==> config.mk <==
export PLATFORM = sky130hd
export DESIGN_NAME = ucd_alpha_decoder
export DESIGN_NICKNAME = d
export VERILOG_FILES = /design/src/hdl/ucd_pkg.sv /design/src/hdl/ucd_map_if.sv /design/src/hdl/ucd_alpha_decoder.sv /design/src/hdl/ucd_half_page_map.sv
export SDC_FILE = /design/constraint.sdc
export NUM_CORES = 1
export LEC_CHECK = 0
export ABC_CLOCK_PERIOD_IN_PS = 4900
export BUFFER_PORTS_ARGS = -buffer_cell sky130_fd_sc_hd__buf_4
export CAP_MARGIN = 20
export CORE_AREA = 2 2 96 75
export DETAILED_ROUTE_END_ITERATION = 10
export DIE_AREA = 0 0 98 77
export PLACE_DENSITY = 0.7
export RECOVER_POWER = 50
export SLEW_MARGIN = 20
export SYNTH_ARGS = -nofsm -noshare
export SYNTH_HDL_FRONTEND = slang
export SYNTH_SLANG_ARGS = --single-unit
==> constraint.sdc <==
create_clock -name sys_clk -period 4.9 [get_ports sys_clk]
set_input_delay 0.49 -clock sys_clk [delete_from_list [all_inputs] [get_ports sys_clk]]
set_output_delay 0.49 -clock sys_clk [all_outputs]
set_load 0.1 [all_outputs]
==> src/hdl/ucd_pkg.sv <==
// constants, states and codes for the alpha-field character decoder
// assumes a single clock domain and a byte source that marks each record's last byte
// Contract
// marker 80: byte pairs, earlier byte upper
// filler FF pairs in plain form emit nothing
// marker 81: count, base bits 15..8; the code loads the byte into base bits 14..7
// 81 body: clear top default, set adds
// counted forms stop after count; FF counts
// marker 82: count, full 16-bit base
// 82 body: clear top default, set adds
// one coding per record, chosen by lead
// any other lead starts default text
// all three forms served, any set size
// byte handshake in, char plus flag out
package ucd_pkg;
   localparam logic [7:0] UCD_MARK_PLAIN  = 8'h80;
   localparam logic [7:0] UCD_MARK_HALF8  = 8'h81;
   localparam logic [7:0] UCD_MARK_HALF16 = 8'h82;
   localparam logic [7:0] UCD_FILL        = 8'hFF;
   localparam logic [15:0] UCD_FILL_PAIR  = 16'hFFFF;
   localparam int          UCD_TOP_BIT    = 7;
   localparam logic [7:0] UCD_CNT_ONE     = 8'h01;
   localparam logic [7:0] UCD_CNT_ZERO    = 8'h00;

   typedef enum logic [2:0]
   {
      UCD_ST_LEAD = 3'b000,
      UCD_ST_DEF  = 3'b001,
      UCD_ST_U_HI = 3'b010,
      UCD_ST_U_LO = 3'b011,
      UCD_ST_CNT  = 3'b100,
      UCD_ST_B1   = 3'b101,
      UCD_ST_B2   = 3'b110,
      UCD_ST_BODY = 3'b111
   } ucd_state_t;

   // default-alphabet character from the low seven bits
   function automatic logic [15:0] ucd_def_char(input logic [7:0] b);
      ucd_def_char = {9'h000, b[6:0]};
   endfunction
endpackage

==> src/hdl/ucd_map_if.sv <==
// carries one body byte and the base pointer to the mapper and the result back
// assumes the mapper is purely combinational
interface ucd_map_if;
   logic [7:0]  code_byte;
   logic [15:0] base;
   logic [15:0] ch;
   logic        is_def;

   modport mapper
   (
      input  code_byte,
      input  base,
      output ch,
      output is_def
   );
   modport user
   (
      output code_byte,
      output base,
      input  ch,
      input  is_def
   );
endinterface

==> src/hdl/ucd_alpha_decoder.sv <==
// alpha-field record decoder: bytes in, 16-bit characters out
// assumes byte source and consumer run on sys_clk; in_last marks a record's final byte
module ucd_alpha_decoder
   import ucd_pkg::*;
(
   input  wire logic        sys_clk,
   input  wire logic        rst_b,
   input  wire logic        clk_en,
   input  wire logic        in_valid,
   input  wire logic [7:0]  in_byte,
   input  wire logic        in_last,
   output logic             in_ready,
   output logic             out_valid,
   output logic [15:0]      out_char,
   output logic             out_is_default,
   input  wire logic        out_ready
);
   ucd_state_t   st_reg;
   ucd_state_t   st_next;
   logic         half8_reg;
   logic [7:0]   cnt_reg;
   logic [15:0]  base_reg;
   logic [7:0]   hi_reg;
   logic         skip_reg;
   logic         in_ready_reg;
   logic         out_valid_reg;
   logic [15:0]  out_char_reg;
   logic         out_def_reg;
   logic         take;
   logic         emit;
   logic [15:0]  emit_char;
   logic         emit_def;
   logic         out_valid_next;

   ucd_map_if map_bus ();

   ucd_half_page_map u_map
   (
      .m (map_bus)
   );

   assign map_bus.code_byte = in_byte;
   assign map_bus.base      = base_reg;

   assign take = clk_en && in_valid && in_ready_reg;

   // next state and what the accepted byte produces
   always_comb
   begin
      st_next   = st_reg;
      emit      = 1'b0;
      emit_char = ucd_def_char(in_byte);
      emit_def  = 1'b1;
      case (st_reg)
         UCD_ST_LEAD:
         begin
            // all three forms served regardless of set size
            if (in_byte == UCD_MARK_PLAIN)
               st_next = UCD_ST_U_HI;
            else if (in_byte == UCD_MARK_HALF8 || in_byte == UCD_MARK_HALF16)
               st_next = UCD_ST_CNT;
            else
            begin
               st_next = UCD_ST_DEF;
               emit    = (in_byte != UCD_FILL);
            end
         end
         UCD_ST_DEF:
            emit = (in_byte != UCD_FILL);
         UCD_ST_U_HI:
            st_next = UCD_ST_U_LO;
         UCD_ST_U_LO:
         begin
            st_next   = UCD_ST_U_HI;
            emit      = ({hi_reg, in_byte} != UCD_FILL_PAIR) && !skip_reg;
            emit_char = {hi_reg, in_byte};
            emit_def  = 1'b0;
         end
         UCD_ST_CNT:
            st_next = UCD_ST_B1;
         UCD_ST_B1:
            st_next = half8_reg ? UCD_ST_BODY : UCD_ST_B2;
         UCD_ST_B2:
            st_next = UCD_ST_BODY;
         UCD_ST_BODY:
         begin
            emit      = (cnt_reg != UCD_CNT_ZERO);
            emit_char = map_bus.ch;
            emit_def  = map_bus.is_def;
         end
         default:
            st_next = UCD_ST_LEAD;
      endcase
      if (in_last)
         st_next = UCD_ST_LEAD;
   end

   // record state
   always_ff @(posedge sys_clk or negedge rst_b)
   begin
      if (!rst_b)
         st_reg <= UCD_ST_LEAD;
      else if (take)
         st_reg <= st_next;
   end

   // form chosen once per record from the lead byte
   always_ff @(posedge sys_clk or negedge rst_b)
   begin
      if (!rst_b)
         half8_reg <= 1'b0;
      else if (take && st_reg == UCD_ST_LEAD)
         half8_reg <= (in_byte == UCD_MARK_HALF8);
   end

   // plain form: once a filler pair is seen the rest is filler
   always_ff @(posedge sys_clk or negedge rst_b)
   begin
      if (!rst_b)
         skip_reg <= 1'b0;
      else if (take)
      begin
         if (in_last || st_reg == UCD_ST_LEAD)
            skip_reg <= 1'b0;
         else if (st_reg == UCD_ST_U_LO && {hi_reg, in_byte} == UCD_FILL_PAIR)
            skip_reg <= 1'b1;
      end
   end

   // upper half of a plain character
   always_ff @(posedge sys_clk or negedge rst_b)
   begin
      if (!rst_b)
         hi_reg <= 8'h00;
      else if (take && st_reg == UCD_ST_U_HI)
         hi_reg <= in_byte;
   end

   // character count of the counted forms
   always_ff @(posedge sys_clk or negedge rst_b)
   begin
      if (!rst_b)
         cnt_reg <= 8'h00;
      else if (take && st_reg == UCD_ST_CNT)
         cnt_reg <= in_byte;
      else if (take && st_reg == UCD_ST_BODY && cnt_reg != UCD_CNT_ZERO)
         cnt_reg <= cnt_reg - UCD_CNT_ONE;
   end

   // base pointer
   always_ff @(posedge sys_clk or negedge rst_b)
   begin
      if (!rst_b)
         base_reg <= 16'h0000;
      else if (take && st_reg == UCD_ST_B1)
      begin
         if (half8_reg)
            base_reg <= {1'b0, in_byte, 7'h00};
         else
            base_reg <= {in_byte, 8'h00};
      end
      else if (take && st_reg == UCD_ST_B2)
         base_reg <= {base_reg[15:8], in_byte};
   end

   // output holding register and byte-side ready
   always_comb
   begin
      out_valid_next = out_valid_reg && !out_ready;
      if (take && emit)
         out_valid_next = 1'b1;
   end

   always_ff @(posedge sys_clk or negedge rst_b)
   begin
      if (!rst_b)
      begin
         out_valid_reg <= 1'b0;
         out_char_reg  <= 16'h0000;
         out_def_reg   <= 1'b0;
         in_ready_reg  <= 1'b0;
      end
      else if (clk_en)
      begin
         out_valid_reg <= out_valid_next;
         in_ready_reg  <= !out_valid_next;
         if (take && emit)
         begin
            out_char_reg <= emit_char;
            out_def_reg  <= emit_def;
         end
      end
   end

   assign in_ready       = in_ready_reg;
   assign out_valid      = out_valid_reg;
   assign out_char       = out_char_reg;
   assign out_is_default = out_def_reg;

   plain_pair_a: assert property (@(posedge sys_clk) disable iff (!rst_b)
      take && st_reg == UCD_ST_U_LO && !skip_reg && {hi_reg, in_byte} != UCD_FILL_PAIR
      |=> out_valid_reg && !out_def_reg && out_char_reg == {$past(hi_reg), $past(in_byte)})
      else $error("plain pair not emitted as upper then lower byte");

   filler_drop_a: assert property (@(posedge sys_clk) disable iff (!rst_b)
      take && st_reg == UCD_ST_U_LO && {hi_reg, in_byte} == UCD_FILL_PAIR && !out_valid_reg
      |=> !out_valid_reg)
      else $error("filler pair produced a character");

   half_base_a: assert property (@(posedge sys_clk) disable iff (!rst_b)
      take && st_reg == UCD_ST_B1 && half8_reg
      |=> base_reg == {1'b0, $past(in_byte), 7'h00})
      else $error("half-page base pointer wrong");

   body_map_a: assert property (@(posedge sys_clk) disable iff (!rst_b)
      take && st_reg == UCD_ST_BODY && cnt_reg != UCD_CNT_ZERO && in_byte[UCD_TOP_BIT]
      |=> out_valid_reg && !out_def_reg
          && out_char_reg == $past(base_reg) + {9'h000, $past(in_byte[6:0])})
      else $error("body byte offset not added to base");

   count_stop_a: assert property (@(posedge sys_clk) disable iff (!rst_b)
      take && st_reg == UCD_ST_BODY && cnt_reg == UCD_CNT_ZERO && !out_valid_reg
      |=> !out_valid_reg)
      else $error("character emitted beyond the count");

   full_base_a: assert property (@(posedge sys_clk) disable iff (!rst_b)
      take && st_reg == UCD_ST_B2
      |=> base_reg == {$past(base_reg[15:8]), $past(in_byte)})
      else $error("full base pointer wrong");

   one_form_a: assert property (@(posedge sys_clk) disable iff (!rst_b)
      st_reg != UCD_ST_LEAD ##1 st_reg != UCD_ST_LEAD |-> $stable(half8_reg))
      else $error("coding changed within a record");

   default_lead_a: assert property (@(posedge sys_clk) disable iff (!rst_b)
      take && st_reg == UCD_ST_LEAD && in_byte != UCD_FILL && in_byte != UCD_MARK_PLAIN
      && in_byte != UCD_MARK_HALF8 && in_byte != UCD_MARK_HALF16
      |=> out_valid_reg && out_def_reg && out_char_reg == {9'h000, $past(in_byte[6:0])})
      else $error("plain lead byte not emitted as default text");

   hold_out_a: assert property (@(posedge sys_clk) disable iff (!rst_b)
      out_valid_reg && !out_ready
      |=> out_valid_reg && !in_ready_reg && $stable(out_char_reg))
      else $error("held character dropped or changed");
endmodule

==> src/hdl/ucd_half_page_map.sv <==
// maps one half-page body byte to a default character or a code point
// assumes the base pointer is stable while the byte is presented
module ucd_half_page_map
   import ucd_pkg::*;
(
   ucd_map_if.mapper m
);
   always_comb
   begin
      if (m.code_byte[UCD_TOP_BIT])
      begin
         m.ch     = m.base + {9'h000, m.code_byte[6:0]};
         m.is_def = 1'b0;
      end
      else
      begin
         m.ch     = ucd_def_char(m.code_byte);
         m.is_def = 1'b1;
      end
   end
endmodule

**Yosys cells after proc, flatten, opt, wreduce, memory -nomap -nowiden**

Cells that the tools add are included.

- Bits in registers: 56

- Reductions and logical operators: 27
- Mux-type cells: 20
- Equal/unequal tests: 13
- $add $sub $neg: 2

Operators by type and width:

| kind | number |
|---|---|
| $mux W16 | 3 |
| $pmux W16 S2 | 1 |
| $eq A8 B8 Y1 const B | 3 |
| $mux W8 | 3 |
| $pmux W3 S6 | 1 |
| $add A16 B7 Y16 | 1 |
| $eq A16 B16 Y1 const B | 1 |
| $ne A16 B16 Y1 const B | 1 |
| $logic_and A1 B1 Y1 | 13 |
| $eq A3 B3 Y1 const B | 4 |
| $mux W3 | 3 |
| $ne A8 B8 Y1 const B | 1 |
| $reduce_bool A8 Y1 | 1 |
| $sub A8 B1 Y8 const B | 1 |
| $mux W1 | 7 |
| $reduce_bool A7 Y1 | 1 |
| $eq A3 B2 Y1 const B | 2 |
| $reduce_and A2 Y1 | 3 |
| $reduce_bool A2 Y1 | 3 |
| $pmux W1 S4 | 1 |
| $eq A3 B1 Y1 const B | 1 |
| $logic_not A1 Y1 | 3 |
| $logic_not A3 Y1 | 1 |
| $logic_or A1 B1 Y1 | 2 |
| $pmux W1 S2 | 1 |

**Longest topological paths before layout**

- Word-level depth: 8
- Depth in mapped cells: 8
- Depth with buffers taken out: 7

**Hierarchy**

Synthesis repeated with hierarchy kept, for this count alone.

- Cells, all modules: 366
- Area total of the unflattened synthesis: 3602.2 um2

By module, submodules not included:

| module | area an instance (um2) | instances | cells each | sequential area each (um2) |
|---|---|---|---|---|
| ucd_alpha_decoder | 3016.6 | 1 | 288 | 1401.3 |
| ucd_half_page_map | 585.6 | 1 | 78 | 0.0 |

**Least setup slack after synthesis**

Ideal clock, no wire load.

- Path kind: reg-to-reg
- From: register in_ready_reg (netlist: in_ready)
- To: register out_char_reg[11] (netlist: out_char[11])
- Period minus slack after synthesis: 2.333 ns
- Stages on the path, launching flop included: 7
- Library setup time: 0.087 ns
- Arrival: 2.246 ns
- Slack: 2.567 ns
- Cells stage by stage: dfrtp_1 > and3_1 > clkbuf_1 > nand3b_1 > o221ai_4 > nand2_1 > o221ai_2

- Cells in the longest elaborated chain, start to end: 3

RTL lines:

| what | RTL line | text |
|---|---|---|
| start, declared | ucd_alpha_decoder.sv:25 | `logic in_ready_reg;` |
| start signal, assigned | ucd_alpha_decoder.sv:186 | `in_ready_reg <= !out_valid_next;` |
| $logic_and A1 B1 Y1 | ucd_alpha_decoder.sv:45 | `assign take = clk_en && in_valid && in_ready_reg;` |
| $logic_and A1 B1 Y1 | ucd_alpha_decoder.sv:187 | `if (take && emit)` |
| $reduce_and A2 Y1 (no line) | -- |  |
| end signal, assigned | ucd_alpha_decoder.sv:189 | `out_char_reg <= emit_char;` |
| end, declared | ucd_alpha_decoder.sv:27 | `logic [15:0] out_char_reg;` |

Every way passes these cells.
A chain may end at the register's enable or synchronous reset.

**Final worst setup path**

- From: register st_reg[0]
- To: register out_char_reg[15] (netlist: out_char[15])

- Cells in the longest elaborated chain, start to end: 4
- Elaborated cells on any way between the ends: 8
- Classes of those cells: 3 x eq/ne; 2 x mux; 3 x reduce/logical

RTL lines:

| what | RTL line | text |
|---|---|---|
| start, declared | ucd_alpha_decoder.sv:18 | `ucd_state_t st_reg;` |
| start signal, assigned | ucd_alpha_decoder.sv:104 | `st_reg <= st_next;` |
| $eq A3 B3 Y1 (tied with other cells) | ucd_alpha_decoder.sv:54 | `case (st_reg)` |
| $pmux W1 S4 | ucd_alpha_decoder.sv:54 |  |
| $logic_and A1 B1 Y1 | ucd_alpha_decoder.sv:187 |  |
| $reduce_and A2 Y1 (no line) | -- |  |

Several ways; a longest one is shown, not always the timed one.

==> flow_summary.json <==
{
  "status": "finished with violations",
  "violations": "max-capacitance violations, max-slew violations",
  "path_clk_slew_ns": 0.10,
  "post-place-ws_ns": 2.03,
  "avgSynthCellArea_um2": 9.79,
  "yosys.area.top_type_share": 0.427,
  "critPathLaunchType": "flip-flop",
  "clk-insertion-delay-late_ns": 0.31,
  "synth_commonest_cells": "dfrtp_1, nand2_1, nor2_1, a21oi_1, o21ai_0",
  "yosys-top-cells-area": "dfrtp_1, nand2_1, ha_1, a21oi_1, nor2_1",
  "crit_required_ns": 5.12,
  "cts_root_buf": "clkbuf_8",
  "total_power_mw": 1.26,
  "synth_top_area_cell": "dfrtp_1",
  "drt_wl_total_um": 7700,
  "placed_area_um2": 3560,
  "ys_async_sr_fraction": 1.00,
  "cts_resized": 0,
  "crit_fanout": 36,
  "die_w_um": 98,
  "nFillCells": 607,
  "cpLargestDelayFamily": "compound AO/OA/AOI/OAI gates",
  "cts_tree": "yes",
  "worst_clock_skew_ns": 0.0119,
  "synth_cell_type_count": 56,
  "grt_pass1_vias": 2430,
  "end_kind": "flip-flop",
  "path_buf_inv": 0,
  "fp.dieH_um": 77,
  "rr_startpoint": "st_reg[0]",
  "power.leakage_nw": 1.55,
  "synthMostInstantiatedCell": "dfrtp_1",
  "drt-wirelength-per-cell_um": 17.2,
  "fin_area_um2": 3610,
  "synth_nets": 359,
  "dp_hpwl_um": 5400,
  "tightest_slew_ns": 3.00,
  "cts_max_level": 2,
  "drive_gt1_frac": 0.174,
  "rr_endpoint": "out_char[15]",
  "cts_hold_buf": 0,
  "cts_buffers": 5,
  "tns_ns": 0,
  "synth_flop_cell": "dfrtp_1",
  "crit_chain": "and3b_1 -> nand3b_1 -> o221ai_4 -> nand2_1 -> o221ai_2",
  "syn-cell-area_um2": 3280,
  "antenna_found_initial": 0,
  "hp-class": "primary input to flip-flop",
  "path_class": "flip-flop to flip-flop",
  "rsz0062_at_grt": "false",
  "ys_ff_latch": 56,
  "power.density_nw_per_um2": 350,
  "drc": 0,
  "viasPerCell": 5.76,
  "ios": 33,
  "critPathMaxStageDelay_ns": 0.84,
  "peakVddDrop_mv": 0.195,
  "cts.sinks": 56,
  "grt_overflow": 0,
  "crit_slowest_cell": "o221ai_4",
  "gp_congestion": 0.845,
  "detail_route.iter0.violations": 97,
  "area_delta_synth_final_pct": 10.1,
  "synth_edf_count": 0,
  "drtAntennaViolNets": 0,
  "cp.depth": 5,
  "fp-row-count": 26,
  "vias": 2573,
  "n_antenna_cell": 0,
  "ys_warn_count": 0,
  "core_area_um2": 6600,
  "cts_setup_buffers": 0,
  "worstSetupStartpoint": "st_reg[0]",
  "cts_buffer_depth": 2,
  "finalMaxSlewViolations": 57,
  "max_freq_mhz": 348,
  "port_buffers": 32,
  "post-route-min-period_ns": 2.87,
  "ff2ff_path_depth": 5,
  "drv_cap": 1,
  "relSlewSlack": -1.00,
  "crit_arrival_ns": 3.09,
  "syn_inst": 335,
  "start_util": 0.497,
  "reg2reg_slack_ns": 2.03,
  "cp-endpoint": "out_char[15]",
  "grt_start_max_net_pins": 57,
  "grt_pass1_wl_um": 12900,
  "track_usage": 0.215,
  "setup_viol": 0,
  "fin_ws_ns": 2.03,
  "finalCritPeriodShare": 0.586,
  "nets": 386,
  "yosysSeqAreaShare": 0.427,
  "hold_violations": 0,
  "die_area_um2": 7550,
  "firstDrtPassIters": 4
}
## how the worst min path moves through the flow
stage	startpoint	endpoint	slack (ns)	cells after the start
final	in_last	st_reg[1]	0.38	2
after global routing	in_last	st_reg[1]	0.37	2
after CTS	rst_b	out_char[6]	0.25	1
after detailed placement	base_reg[5]	base_reg[5]	0.50	1
after global placement	base_reg[6]	base_reg[6]	0.49	1
after floorplan	rst_b	base_reg[0]	0.19	0
## where the power goes
group | switching (mW) | internal [mW]
clock | 0.156 | 0.113
sequential | 0.0494 | 0.512
combinational | 0.341 | 0.0927
## per-stage QoR
step           hold slack [ns]  utilization  cells
5_1_grt                  0.367        0.547    447
6_report                 0.375        0.547    447
3_3_place_gp             0.494        0.539    439
3_5_place_dp             0.497        0.539    439
4_1_cts                  0.254        0.553    447
2_1_floorplan            0.194            -    335
## kinds of logic (layout without fill, tap and decap cells)
kind of cell,after synthesis,after routing,share of synthesized area
AOI/OAI and AO/OA,93,93,0.203
DFF,56,56,0.427
and+or+nand+nor,111,111,0.182
adders and majority gates,10,10,0.0404
muxes,17,17,0.0568
xor gates and xnor gates,17,17,0.0454
buffers and inverters,31,59,0.0450
## cell usage in the layout (no fill, tap or decap), types with 3 or more instances in the layout
master	netlist	layout
and4_1	7	7
a31oi_1	12	12
nand2_1	34	34
clkbuf_1	5	10
a22o_1	6	6
xnor2_1	7	7
inv_1	17	17
o221ai_2	4	4
nor2_1	28	28
a21oi_1	22	22
nor4_1	4	4
nand3_1	7	7
o211ai_1	5	5
clkbuf_8	0	6
nor3_1	6	6
mux2i_1	7	7
ha_1	9	9
a211oi_1	4	4
xor2_1	10	10
o21ai_0	19	19
a221o_1	3	3
a21o_1	3	3
nand3_2	4	4
mux2_2	9	9
dfrtp_1	56	56
buf_4	1	24
nand4_1	4	4
## cell type report
type	count	area, um2	area share
clock buffers	6	82.6	0.0229
clock inverters	2	10.0	0.00277
multi-input cells	248	1730	0.479
repair buffers	34	218	0.0603
flip-flops and latches	56	1400	0.388
well taps	84	105	0.0291
inverters	17	63.8	0.0177
## routing by layer
| metal | track usage | vias up | part of all wire |
|---|---|---|---|
| li1 | - | 1284 | - |
| met1 | 0.334 | 1205 | 0.49 |
| met2 | 0.314 | 77 | 0.43 |
| met3 | 0.0374 | 7 | 0.070 |
| met4 | 0.0444 | 0 | 0.010 |
| met5 | 0 | - | 0 |
No activity file was read; power rests on OpenSTA's default activity.
